### src/rtl/boot_cfg_params.svh
// Constants for the boot configuration sampler.
`ifndef BOOT_CFG_PARAMS_SVH
`define BOOT_CFG_PARAMS_SVH
// ============================================================
// Boot mode codes, switch ON reads as a one.
`define BOOT_DEF_SDR 2'h0
`define BOOT_DEF_DDR 2'h1
`define BOOT_OVERRIDE 2'h2
`define BOOT_RESERVED 2'h3
// ============================================================
// Bit positions inside the sampled lines 21 down to 16.
`define CFG_BIT_MASTER 0
`define CFG_BIT_BUS 1
`define CFG_BIT_OSC 2
`define CFG_BIT_DRIVE 3
`define CFG_BIT_WIDTH 4
`define CFG_BIT_CSMAP 5
// ============================================================
// Port width codes.
`define WIDTH_8 2'h0
`define WIDTH_16 2'h1
`define WIDTH_32 2'h2
`endif

### src/rtl/boot_cfg_pkg.sv
// Types for the boot configuration sampler.
package boot_cfg_pkg;
  // Decoded configuration handed to the rest of the chip.
  typedef struct packed {
    logic master_mode;
    logic sdr_unified;
    logic osc_bypass;
    logic drive_high;
    logic [1:0] port_width;
    logic cs_addr_map;
    logic cfg_reserved;
  } boot_cfg_t;
endpackage

### src/rtl/reset_boot_config_sampler.sv
// Boot configuration sampler, captured while the reset output is asserted.
`timescale 1ns/100ps
`include "boot_cfg_params.svh"
// ============================================================
// Sampler
// While reset-out is asserted the sampler keeps loading the configuration
// decoded from the board levels. The first edge that sees reset-out released
// sets the lock, and from then on the configuration stands until rst_n.
// Limitation: a board that moves its switches inside the window gets whatever
// was decoded on the last edge before release; nothing here debounces them.
module reset_boot_config_sampler
(
  // Clock and asynchronous active-low reset.
  input wire logic mclk, // Core clock, rising edge.
  input wire logic rst_n, // Clears the sampler and unlocks it.
  // Board-driven levels, asynchronous to mclk, synchronised below.
  input wire logic [1:0] boot_mode_select, // Boot mode pair, switch ON reads as one.
  input wire logic [5:0] ext_addr_cfg_lines, // Lines 21 down to 16, bit 0 is line 16.
  // Reset output level, low while asserted.
  input wire logic reset_out_n, // Sampling window while low.
  // Results, both straight from flip-flops.
  output boot_cfg_pkg::boot_cfg_t boot_cfg, // Decoded boot configuration.
  output logic cfg_locked // High once the configuration is frozen.
);
  import boot_cfg_pkg::*;

  // ============================================================
  // State
  // Synchroniser stages, then the held configuration.
  // Every board level passes two flip-flops before the decoder reads it, so a
  // switch that moves near a clock edge cannot reach the decoder half-settled.
  typedef struct packed {
    logic [1:0] mode_s1; // Boot mode pair, first stage.
    logic [1:0] mode_s2; // Boot mode pair, second stage, read by the decoder.
    logic [5:0] addr_s1; // Configuration lines, first stage.
    logic [5:0] addr_s2; // Configuration lines, second stage, read by the decoder.
    logic rst_s1; // Reset-out level, first stage.
    logic rst_s2; // Reset-out level, second stage; low means still sampling.
    logic locked; // Set once reset-out has been seen released.
    boot_cfg_t cfg; // The configuration handed to the rest of the chip.
  } sampler_state_t;

  // Registered state and its next value.
  sampler_state_t st; // Present state.
  sampler_state_t next_st; // Value loaded at the next clock edge.
  // Combinational decode of the synchronised levels.
  boot_cfg_t decoded; // Configuration the present levels would give.

  // ============================================================
  // Decode the synchronised pins into a configuration.
  // Outside override mode only the bus arrangement and the reserved flag follow the mode pair;
  // the other fields take the fixed defaults set at the top of the process.
  always_comb
  begin
    // Defaults: master mode, 16-bit port, low drive, crystal, plain mapping.
    decoded = '0;
    decoded.master_mode = 1'h1;
    decoded.port_width = `WIDTH_16;
    // Mode comes from the synchronised select pair.
    case (st.mode_s2)
      `BOOT_DEF_SDR:
      begin
        // Defaults with a unified SDR bus.
        decoded.sdr_unified = 1'h1;
      end
      `BOOT_DEF_DDR:
      begin
        // Defaults with a split DDR bus.
        decoded.sdr_unified = 1'h0;
      end
      `BOOT_OVERRIDE:
      begin
        // Each field follows its own line; switch ON reads as a one.
        decoded.master_mode = st.addr_s2[`CFG_BIT_MASTER];
        decoded.sdr_unified = st.addr_s2[`CFG_BIT_BUS];
        decoded.osc_bypass = st.addr_s2[`CFG_BIT_OSC];
        decoded.drive_high = st.addr_s2[`CFG_BIT_DRIVE];
        decoded.cs_addr_map = st.addr_s2[`CFG_BIT_CSMAP];
        // Width depends on both the width line and the bus choice.
        if (st.addr_s2[`CFG_BIT_WIDTH])
        begin
          // ON: 32-bit on a unified bus, 8-bit on a split bus.
          decoded.port_width = st.addr_s2[`CFG_BIT_BUS] ? `WIDTH_32 : `WIDTH_8;
        end
        else
        begin
          // OFF: 16-bit on either bus arrangement.
          decoded.port_width = `WIDTH_16;
        end
      end
      default:
      begin
        // Reserved code: board must not apply it; flag it and use SDR defaults.
        decoded.sdr_unified = 1'h1;
        decoded.cfg_reserved = 1'h1;
      end
    endcase
  end

  // ============================================================
  // Next-state: follow the pins while reset-out is low, then freeze.
  // The synchronisers run on every edge; only the configuration and the lock
  // depend on where the sampler stands.
  always_comb
  begin
    next_st = st;
    // Two-stage synchronisers for every board level.
    next_st.mode_s1 = boot_mode_select;
    next_st.mode_s2 = st.mode_s1;
    next_st.addr_s1 = ext_addr_cfg_lines;
    next_st.addr_s2 = st.addr_s1;
    next_st.rst_s1 = reset_out_n;
    next_st.rst_s2 = st.rst_s1;
    if (!st.locked)
    begin
      // Sample while reset-out is asserted.
      if (!st.rst_s2)
      begin
        // Keep loading so the last value before release is the one held.
        next_st.cfg = decoded;
      end
      else
      begin
        // Reset-out released: hold until the next reset.
        // The configuration is not loaded on this edge, so the value held is
        // the one decoded from levels seen while reset-out was still low.
        next_st.locked = 1'h1;
      end
    end
  end

  // ============================================================
  // Registers; reset clears every field and leaves the sampler unlocked.
  // The reset-out stage clears to low, so the window is open from the first
  // edge after rst_n rises; the board levels reach the decoder two edges after that.
  always_ff @(posedge mclk or negedge rst_n)
  begin
    if (!rst_n)
    begin
      st <= '0;
    end
    else
    begin
      st <= next_st;
    end
  end

  // ============================================================
  // Outputs
  // Both outputs come straight from flip-flops.
  assign boot_cfg = st.cfg; // Held configuration.
  assign cfg_locked = st.locked; // Lock flag.

  // ============================================================
  // Checks
  // Each sampling check looks one edge after an edge that loads the configuration,
  // so the load and the comparison stay in the mclk domain.
  // Reset is asynchronous, so every check but the reset one is disabled by it.
  chk_hold_after_lock: assert property (@(posedge mclk) disable iff (!rst_n)
    cfg_locked |=> ($stable(boot_cfg) && cfg_locked))
    else $error("configuration changed after lock");
  chk_sample_in_reset: assert property (@(posedge mclk) disable iff (!rst_n)
    (!cfg_locked && !st.rst_s2) |=> (boot_cfg == $past(decoded)))
    else $error("configuration not sampled during reset-out");
  chk_bus_select: assert property (@(posedge mclk) disable iff (!rst_n)
    (!cfg_locked && !st.rst_s2 && st.mode_s2 == `BOOT_OVERRIDE)
    |=> (boot_cfg.sdr_unified == $past(st.addr_s2[`CFG_BIT_BUS])))
    else $error("bus arrangement mismatch");
  chk_drive_select: assert property (@(posedge mclk) disable iff (!rst_n)
    (!cfg_locked && !st.rst_s2 && st.mode_s2 == `BOOT_OVERRIDE)
    |=> (boot_cfg.drive_high == $past(st.addr_s2[`CFG_BIT_DRIVE])))
    else $error("drive strength mismatch");
  chk_width_off: assert property (@(posedge mclk) disable iff (!rst_n)
    (!cfg_locked && !st.rst_s2 && st.mode_s2 == `BOOT_OVERRIDE
     && !st.addr_s2[`CFG_BIT_WIDTH]) |=> (boot_cfg.port_width == `WIDTH_16))
    else $error("port width not 16 bit");
  chk_width_on: assert property (@(posedge mclk) disable iff (!rst_n)
    (!cfg_locked && !st.rst_s2 && st.mode_s2 == `BOOT_OVERRIDE
     && st.addr_s2[`CFG_BIT_WIDTH])
    |=> (boot_cfg.port_width == ($past(st.addr_s2[`CFG_BIT_BUS]) ? `WIDTH_32 : `WIDTH_8)))
    else $error("port width wrong for bus");
  chk_default_ddr: assert property (@(posedge mclk) disable iff (!rst_n)
    (!cfg_locked && !st.rst_s2 && st.mode_s2 == `BOOT_DEF_DDR)
    |=> (!boot_cfg.sdr_unified && boot_cfg.port_width == `WIDTH_16))
    else $error("ddr default wrong");
  chk_default_sdr: assert property (@(posedge mclk) disable iff (!rst_n)
    (!cfg_locked && !st.rst_s2 && st.mode_s2 == `BOOT_DEF_SDR)
    |=> (boot_cfg.sdr_unified && !boot_cfg.drive_high))
    else $error("sdr default wrong");
  chk_lock_release: assert property (@(posedge mclk) disable iff (!rst_n)
    (!cfg_locked && st.rst_s2) |=> cfg_locked)
    else $error("lock missing after release");
  // Override fields that only the sampling rule covers.
  chk_master_select: assert property (@(posedge mclk) disable iff (!rst_n)
    (!cfg_locked && !st.rst_s2 && st.mode_s2 == `BOOT_OVERRIDE)
    |=> (boot_cfg.master_mode == $past(st.addr_s2[`CFG_BIT_MASTER])))
    else $error("master mode mismatch");
  chk_osc_select: assert property (@(posedge mclk) disable iff (!rst_n)
    (!cfg_locked && !st.rst_s2 && st.mode_s2 == `BOOT_OVERRIDE)
    |=> (boot_cfg.osc_bypass == $past(st.addr_s2[`CFG_BIT_OSC])))
    else $error("oscillator mode mismatch");
  chk_csmap_select: assert property (@(posedge mclk) disable iff (!rst_n)
    (!cfg_locked && !st.rst_s2 && st.mode_s2 == `BOOT_OVERRIDE)
    |=> (boot_cfg.cs_addr_map == $past(st.addr_s2[`CFG_BIT_CSMAP])))
    else $error("chip-select mapping mismatch");
  chk_reserved_flag: assert property (@(posedge mclk) disable iff (!rst_n)
    (!cfg_locked && !st.rst_s2 && st.mode_s2 == `BOOT_RESERVED)
    |=> (boot_cfg.cfg_reserved && boot_cfg.sdr_unified))
    else $error("reserved mode not flagged");
  chk_legal_no_flag: assert property (@(posedge mclk) disable iff (!rst_n)
    (!cfg_locked && !st.rst_s2 && st.mode_s2 != `BOOT_RESERVED)
    |=> !boot_cfg.cfg_reserved)
    else $error("reserved flag on a legal mode");
  chk_clear_in_reset: assert property (@(posedge mclk)
    (!rst_n ##1 !rst_n) |-> (boot_cfg == '0 && !cfg_locked))
    else $error("outputs not cleared in reset");
  // Covers for the main boot scenarios.
  cov_override: cover property (@(posedge mclk) disable iff (!rst_n)
    st.mode_s2 == `BOOT_OVERRIDE ##1 cfg_locked);
  cov_ddr: cover property (@(posedge mclk) disable iff (!rst_n)
    st.mode_s2 == `BOOT_DEF_DDR ##1 cfg_locked);
  cov_reserved: cover property (@(posedge mclk) disable iff (!rst_n)
    cfg_locked && boot_cfg.cfg_reserved);
  cov_sdr: cover property (@(posedge mclk) disable iff (!rst_n)
    st.mode_s2 == `BOOT_DEF_SDR ##1 cfg_locked);
  cov_wide_port: cover property (@(posedge mclk) disable iff (!rst_n)
    cfg_locked && boot_cfg.port_width == `WIDTH_32);
endmodule

### config.mk
export PLATFORM = sky130hd
export DESIGN_NAME = reset_boot_config_sampler
export DESIGN_NICKNAME = d
export VERILOG_FILES = /design/src/rtl/boot_cfg_pkg.sv /design/src/rtl/reset_boot_config_sampler.sv
export VERILOG_INCLUDE_DIRS = /design/src /design/src/rtl
export SDC_FILE = /design/constraint.sdc
export NUM_CORES = 1
export LEC_CHECK = 0
export BUFFER_PORTS_ARGS = -buffer_cell sky130_fd_sc_hd__buf_4
export CAP_MARGIN = 20
export CORE_MARGIN = 5
export CORE_UTILIZATION = 45
export CTS_CLUSTER_DIAMETER = 40
export CTS_CLUSTER_SIZE = 10
export DETAILED_ROUTE_END_ITERATION = 8
export MAX_ROUTING_LAYER = met4
export PLACE_DENSITY = 0.76
export SLEW_MARGIN = 20
export SYNTH_ARGS = -nofsm -noshare
export SYNTH_HDL_FRONTEND = slang
export SYNTH_SLANG_ARGS = --single-unit
### constraint.sdc
create_clock -name mclk -period 2.1 [get_ports mclk]
set_input_delay 0.105 -clock mclk [delete_from_list [all_inputs] [get_ports mclk]]
set_output_delay 0.105 -clock mclk [all_outputs]
set_load 0.02 [all_outputs]
==> impl_results.md, run 1 <==
* Crit-path max cell delay at 0.47 ns
* Crit. End Element: register
* Hold Crit Class: input pin to async pin
* Area of the die at 2990 µm²
* GR Util met3 at 0.0327
* Worst-path clk slew at 0.14 ns
* Int Power at 671 µW
* Avg Cell Area, Syn at 16.0 µm²
* # diodes at 0
* Max_cap viols at 0
* Root Driver: clkbuf_4
* Most common cell after layout, fill and taps aside: dfrtp_1
* Comb pwr share at 0.104
* Netlist Area Pre-Place at 898 µm²
* Io pins at 20
* Pleak at 0.000522 µW
* CP arrival at 1.41 ns
* Outcome: completed
* Routability cong. at 0.789
* Multi-input combinational cell area at 144 µm²
* Syn Nets at 67
* Register Area at 676 µm²
* Via count at 467
* Slew @ Worst Pin at 0.376 ns
* Sequential area share after synthesis at 0.752
* Distinct cells, synth at 14
* Setup crit end: boot_cfg[4]$_DFFE_PN0P_
* Dpl cell area at 1000 µm²
* Fill cell total of the finished layout at 154
* Setup-failing EPs final at 0
* First-pass GRT wire length at 1980 µm
* Worst r2r path cells at 2
* Routed len/inst at 10.4 µm
* TritonCTS clock tree: yes
* CTS sink cnt at 27
* Final number of max-transition violations at 0
* DRT iter0 DRCs at 2
* Total routed wirelength at 1110 µm
* Inserted Clock Buffers at 3
* # rows at 16
* Synth Register Bits at 27
* FF-to-FF End: boot_cfg[4]$_DFFE_PN0P_
* Gr ovfl total at 0
* Critical Path, Cell by Cell: or2_1 > a22o_1
* Post-cts gate resize count at 0
* Placed cells at 93
* DIE HEIGHT at 54.7 µm
* Vias per cell at 4.36
* Worst hold slack at 0.212 ns
* Layout cells sized above 1 at 0.313
* Routing usage on met2 at 0.150
* CP required at 2.32 ns
* Synth warn at 0
* Vias in the first global route at 478
* Worst VDD drop at 0.535 mV
* Non-filler cells, final at 107
* Skew-Pair Late Insertion Delay at 0.31 ns
* Setup Skew at 0.00135 ns
* Power Dens Cells at 765 nW/µm²
* Max FO, Critical Path at 9
* DRT antenna net count at 0
* Setup TNS Final at 0 ns
* RSZ-0062 raised after global routing: false
* Clock power share at 0.248
* GR peak layer: met2
* Synth Instances at 56
* Initial antenna violation count at 0
* Switching power total at 197 µW
* Critical setup path kind: register to register
* Met1 Usage GRT at 0.113
* Die width at 54.7 µm
* Relative slew slack at 0.748
* Fin crit period at 1.19 ns
* Sequential power share at 0.648
* Core area at 1940 µm²
* Initial core utilization at 0.463
* H-Tree Depth at 1
* Fmax at 0.839 GHz
* Nature of the critical path startpoint: register
* Post-CTS Setup Bufs at 0
* Port Buf Inserts at 19
* Switching part of the total power at 0.227
* CTS Buffer Depth at 2
* Final hold violation count at 0
* Final Total Pwr at 868 µW
* All-Layer GR Usage at 0.0994
* DRC at 0
* Syn-to-layout area delta at 26.2%
* Drt pass-1 iters at 2
* Final net count at 92
* Largest net degree at the start of global routing at 28
* Post-route clock period utilization at 0.568
* CTS Hold Buffers Added at 10
* Worst R2R Start: cfg_locked$_DFF_PN0_
* R2R Setup Slk at 0.91 ns
* Most frequent cells in the layout: dfrtp_1, buf_4, dlygate4sd3_1, o21ai_0, a22o_1
* Slowest CP cell: dfrtp_1
* Crit path from: cfg_locked$_DFF_PN0_
* Final non-filler cell area at 1130 µm²
Yosys cell counts (all sizes together):
library cell  count  share of area
buf               9          0.079
or2               1         0.0070
nor4b             1          0.017
o31ai             1          0.024
a22oi             1         0.0084
inv               2         0.0084
and3b             1         0.0098
dfrtp            27           0.75
nand2             1         0.0042
o21ai             5          0.028
nor3b             2          0.017
nor2b             1         0.0070
a22o              4          0.039
critical path, delay by kind of cell, from the launching register on:
family	cells	cell delay [ns]
and+or+nand+nor	1	0.36
AOI/OAI and AO/OA	1	0.27
DFF	1	0.47
stage by stage:
stage                      util  worst slack [ns]
after global routing      0.584             0.855
after detailed placement  0.517             0.918
after CTS                 0.584             0.898
after global placement    0.517             0.961
final                     0.584             0.908
after floorplan               -             0.908
cell type report:
type	count	share of cell area
clock buffers	3	0.0199
clock inverters	1	0.00662
inverters	2	0.00662
multi-input cells	18	0.127
flip-flops and latches	27	0.596
well taps	27	0.0298
repair buffers	29	0.214
registers in the layout (all words and copies together) (netlist names):
signal and count:
next_st 9, st 9, boot_cfg 8, cfg_locked 1
how the worst min path moves through the flow:
stage	start	to	slack, ns
6_report	rst_n	st[11]$_DFF_PN0_	0.21
5_1_grt	rst_n	boot_cfg[3]$_DFFE_PN0P_	0.23
4_1_cts	rst_n	boot_cfg[4]$_DFFE_PN0P_	0.21
3_5_place_dp	rst_n	boot_cfg[4]$_DFFE_PN0P_	0.03
3_3_place_gp	rst_n	boot_cfg[4]$_DFFE_PN0P_	0.02
2_1_floorplan	rst_n	boot_cfg[0]$_DFFE_PN0P_	-0.19
cells by family after synthesis:
logic type	after synthesis	synth area share
AO/OA/AOI/OAI	11	0.0989
buffers and inverters	11	0.0877
flip-flops	27	0.752
AND/OR/NAND/NOR	7	0.0613
routing by layer:
| layer | share of wire | vias up |
|---|---|---|
| met2 | 0.49 | 13 |
| met1 | 0.42 | 223 |
| met4 | 0.0081 | 0 |
| met5 | 0 | - |
| met3 | 0.075 | 2 |
| li1 | - | 229 |
power groups by stage:
stage	logic [µW]	registers (µW)	clock network, µW
detailed placement	77.0	574	0
finish	89.9	562	215
global placement	76.2	572	0
global route	99.3	567	246
floorplan	50.7	569	0
CTS	91.5	563	224
No activity file was read; power rests on OpenSTA's default activity.
==> inputs of run 2 (changes only) <==
- ABC_AREA: default -> 1
- clock period: 2.1 -> 1.2 ns (I/O delays scaled with it)
==> impl_results.md, run 2 <==
* Outcome: completed
* Distinct cells, synth at 12
* Async S/R FF share, synth at 1.00
* CP required at 1.14 ns
* DIE HEIGHT at 55.1 µm
* Final worst slack at 0.205 ns
* Layout cells sized above 1 at 0.306
* Synth Register Bits at 27
* Syn-to-layout area delta at 27.0%
* Inserted Clock Buffers at 3
* Setup TNS Final at 0 ns
* Post-synth EDFFs at 0
* Largest net degree at the start of global routing at 28
* CTS Hold Buffers Added at 10
* Setup-failing EPs final at 0
* Setup WS pre-CTS at 0.320 ns
* Root Driver: clkbuf_4
* CP arrival at 0.94 ns
* Comb pwr share at 0.108
* Sequential power share at 0.642
* Netlist Area Pre-Place at 913 µm²
* Non-filler cells, final at 125
* Core area at 1940 µm²
* Switching power total at 363 µW
* Final hold violation count at 0
* Slowest CP cell: dfrtp_1
* Synth warn at 0
* Post-CTS Setup Bufs at 0
* Nature of the critical path startpoint: register
* Multi-input combinational cell area at 159 µm²
* Top-area cell type share of the netlist area at 0.740
* Clock power share at 0.250
* Die width at 55.1 µm
* Register Area at 676 µm²
* Dominant cell by count in the synthesized netlist: dfrtp_1
* Total routed wirelength at 1170 µm
* Initial antenna violation count at 0
* Top post-synthesis cells by area: dfrtp_1, nand2_1, buf_4
* CTS Buffer Depth at 2
* DP HPWL at 834 µm
* Worst R2R Start: cfg_locked$_DFF_PN0_
* Max FO, Critical Path at 3
* Final net count at 110
* Relative slew slack at 0.794
* Vias per cell at 4.10
* Cell family with most CP delay: flip-flops
* Critical Path, Cell by Cell: buf_4
* Synth top cells by count: dfrtp_1, nand2_1, buf_4
* Most frequent cells in the layout: dfrtp_1, nand2_1, buf_4, dlygate4sd3_1, nand3_1
* Int Power at 1180 µW
* Via count at 512
* Power Dens Cells at 1330 nW/µm²
* Syn Nets at 84
* Critical setup path kind: register to output port
* Avg Cell Area, Syn at 12.5 µm²
* Port Buf Inserts at 19
* Dpl cell area at 1030 µm²
* H-Tree Depth at 1
* Setup Skew at 0.00385 ns
* Synth Instances at 73
* Max_cap viols at 0
* Final number of max-transition violations at 0
* Crit. End Element: output port
* Fmax at 1.00 GHz
* Crit path from: cfg_locked$_DFF_PN0_
* Vias in the first global route at 510
* Drt pass-1 iters at 2
* Post-route clock period utilization at 0.829
* Placed cells at 111
* DRC at 0
* Worst VDD drop at 0.852 mV
* DRT antenna net count at 0
* Pleak at 0.000578 µW
* Sequential area share after synthesis at 0.740
* RSZ-0062 raised after global routing: false
* Post-cts gate resize count at 0
* Routability cong. at 0.813
* Fin crit period at 0.995 ns
* CP Buf/Inv Count at 1
* Switching part of the total power at 0.236
* First-pass GRT wire length at 2010 µm
* Final Total Pwr at 1540 µW
* Most common cell after layout, fill and taps aside: dfrtp_1
* Fill cell total of the finished layout at 158
* Routed len/inst at 9.39 µm
* Hold Crit Class: input pin to async pin
* Initial core utilization at 0.470
* # diodes at 0
* TritonCTS clock tree: yes
* DRT iter0 DRCs at 2
* CTS sink cnt at 27
* Slew @ Worst Pin at 0.310 ns
* # rows at 16
* Io pins at 20
* Most common flop cell mapped by yosys: dfrtp_1
* Gr ovfl total at 0
* Worst-path clk slew at 0.14 ns
* Skew-Pair Late Insertion Delay at 0.32 ns
* Final non-filler cell area at 1160 µm²
* Post-synth top area cell: dfrtp_1
* Area of the die at 3030 µm²
* Crit-path max cell delay at 0.45 ns
* All-Layer GR Usage at 0.0989
-- run 2: cell types whose count changed after synthesis, sizes merged, moves of 2 or more --
| cell | previous run | this run |
|---|---|---|
| nand2 | 1 | 25 |
| inv | 2 | 5 |
| nor3b | 2 | 0 |
| o21ai | 5 | 1 |
| nand3 | 0 | 4 |
| a22o | 4 | 0 |
| nor2 | 0 | 3 |
-- run 2: routing by layer --
| metal | track usage | wire, µm | up-vias |
|---|---|---|---|
| li1 | - | - | 262 |
| met1 | 0.112 | 498 | 235 |
| met2 | 0.157 | 587 | 15 |
| met3 | 0.0322 | 89 | 0 |
| met4 | 0.0486 | 0 | 0 |
| met5 | - | 0 | - |
-- run 2: stage by stage --
step | util | hold WS (ns)
2_1_floorplan | - | -0.236
3_3_place_gp | 0.530 | -0.0231
3_5_place_dp | 0.530 | -0.0194
4_1_cts | 0.597 | 0.161
5_1_grt | 0.597 | 0.177
6_report | 0.597 | 0.162
-- run 2: area by class of cell --
type                            instances  area share
Timing Repair Buffer                   29       0.209
Multi-Input combinational cell         33       0.137
Clock buffer                            3      0.0194
Inverter                                5      0.0162
Tap cell                               27      0.0291
Clock inverter                          1     0.00647
Sequential cell                        27       0.583
-- run 2: path summary, 6_finish.rpt --
| kind | end | slack [ns] | cells after the start |
|---|---|---|---|
| worst min-delay path | next_st[16]$_DFF_PN0_ | 0.16 | 2 |
| worst min register to register | st[13]$_DFF_PN0_ | 0.37 | 0 |
| worst max register to register | boot_cfg[4]$_DFFE_PN0P_ | 0.29 | 5 |
| worst max-delay path | cfg_locked | 0.20 | 1 |
| max in group asynchronous | boot_cfg[6]$_DFFE_PN0P_ | 0.80 | 2 |
| min in group mclk | st[13]$_DFF_PN0_ | 0.37 | 0 |
-- run 2: power groups by stage --
stage	combinational, µW	sequential (µW)	clock (µW)
2_1_floorplan	96.5	1000	0
3_3_place_gp	142	1000	0
3_5_place_dp	144	1010	0
4_1_cts	169	989	389
5_1_grt	185	996	427
6_report	166	988	384
-- run 2: cells by family (layout without fill, tap and decap cells) --
| group | count (synthesis) | count (layout) | share of synthesized area |
|---|---|---|---|
| AOI/OAI and AO/OA | 1 | 1 | 0.00547 |
| buffers and inverters | 13 | 38 | 0.0863 |
| DFF | 27 | 27 | 0.740 |
| and+or+nand+nor | 32 | 32 | 0.168 |
==> inputs of run 3 (changes only) <==
- PLACE_DENSITY: 0.76 -> 0.79
- clock period: 1.2 -> 0.9 ns (I/O delays scaled with it)
==> impl_results.md, run 3 (synthesis gave the netlist of run 2 again) <==
* Io pins at 20
* DRC at 0
* Routability cong. at 0.779
* Register Area at 677 µm²
* Fmax at 1.04 GHz
* DRT antenna net count at 0
* Power Dens Cells at 1660 nW/µm²
* Routed len/inst at 10.7 µm
* Most common cell after layout, fill and taps aside: dfrtp_1
* Syn-to-layout area delta at 39.9%
* Final Total Pwr at 2120 µW
* All-Layer GR Usage at 0.110
* Hold Crit Class: input pin to async pin
* Gr ovfl total at 0
* Routing usage on met2 at 0.185
* Worst VDD drop at 1.09 mV
* Worst-path clk slew at 0.14 ns
* Outcome: finished, violations left
* CTS Buffer Depth at 2
* Final net count at 120
* Critical setup path kind: register to output port
* Post-route clock period utilization at 1.06
* Nature of the critical path startpoint: register
* Setup-failing EPs final at 15
* Slew @ Worst Pin at 0.315 ns
* First-pass GRT wire length at 2210 µm
* Fill cell total of the finished layout at 146
* Core area at 1940 µm²
* Fin crit period at 0.958 ns
* TritonCTS clock tree: yes
* Slowest CP cell: dfrtp_2
* Skew-Pair Late Insertion Delay at 0.31 ns
* DIE HEIGHT at 55.1 µm
* Crit-path max cell delay at 0.46 ns
* Critical Path, Cell by Cell: buf_6
* Vias in the first global route at 560
* H-Tree Depth at 1
* Final number of max-transition violations at 0
* Met1 Usage GRT at 0.114
* Vias per cell at 4.29
* Non-filler cells, final at 135
* Final hold violation count at 0
* GR Util met3 at 0.0349
* Cell family with most CP delay: flip-flops
* Layout cells sized above 1 at 0.389
* CP Buf/Inv Count at 1
* Max FO, Critical Path at 3
* Via count at 579
* Most frequent cells in the layout: dfrtp_1, nand2_1, buf_4, dlygate4sd3_1, buf_6
* Worst hold slack at 0.157 ns
* Die width at 55.1 µm
* Pleak at 0.000641 µW
* Relative slew slack at 0.790
* CP arrival at 0.91 ns
* Multi-input combinational cell area at 169 µm²
* CTS sink cnt at 27
* # rows at 16
* Drt pass-1 iters at 4
* Final worst slack at -0.0577 ns
* Setup Skew at 0.00787 ns
* Area of the die at 3030 µm²
* RSZ-0062 raised after global routing: true
* Failing checks: negative setup slack
* CP required at 0.85 ns
* Initial core utilization at 0.470
* Largest net degree at the start of global routing at 28
* DP HPWL at 890 µm
* Port Buf Inserts at 19
* Max_cap viols at 0
* Crit. End Element: output port
* Root Driver: clkbuf_4
* Total routed wirelength at 1440 µm
* # diodes at 0
* Placed cells at 111
* Initial antenna violation count at 0
* GR peak layer: met2
* DRT iter0 DRCs at 3
* Inserted Clock Buffers at 3
==> run 3: through the flow <==
stage / TNS, ns / utilization / area, µm² / worst slack, ns
6_report: -0.255 / 0.658 / 1280 / -0.0577
5_1_grt: -0.862 / 0.658 / 1280 / -0.0883
4_1_cts: -0.218 / 0.644 / 1250 / -0.0603
3_5_place_dp: 0 / 0.531 / 1030 / 0.0335
3_3_place_gp: 0 / 0.531 / 1030 / 0.0640
2_1_floorplan: 0 / - / 915 / 0.0287
==> run 3: worst paths after layout <==
check	slack (ns)	start	depth (start not counted)	to
max	-0.06	cfg_locked$_DFF_PN0_	1	cfg_locked
min reg2reg	0.36	next_st[23]$_DFF_PN0_	0	st[23]$_DFF_PN0_
max in group asynchronous	0.49	rst_n	2	cfg_locked$_DFF_PN0_
max reg2reg	-0.05	cfg_locked$_DFF_PN0_	4	boot_cfg[0]$_DFFE_PN0P_
min in group mclk	0.36	next_st[23]$_DFF_PN0_	0	st[23]$_DFF_PN0_
min	0.16	rst_n	2	next_st[14]$_DFF_PN0_
==> run 3: final cells by class <==
cell class                      instances  share of cell area
Multi-Input combinational cell         33               0.132
Sequential cell                        27               0.530
Tap cell                               27              0.0264
Clock inverter                          1             0.00392
Clock buffer                            3              0.0176
Inverter                                5              0.0147
Timing Repair Buffer                   39               0.275
==> run 3: what timing repair did <==
action	4_1_cts	5_1_grt
setup buffers	7	3
hold endpoints to repair	36	0
pin swaps	1	2
resized for setup	10	1
hold buffers	10	0
endpoints found under the setup margin	9	17
==> run 3: per-layer routing <==
metal / vias up / wire length (µm)
met5: - / 0
met4: 0 / 13
met3: 2 / 101
met2: 19 / 787
met1: 275 / 542
li1: 283 / -
==> run 3: report_power, final <==
group	internal [µW]	switching, µW
clock	166	325
sequential	1280	38.1
combinational	180	128
total	1630	491
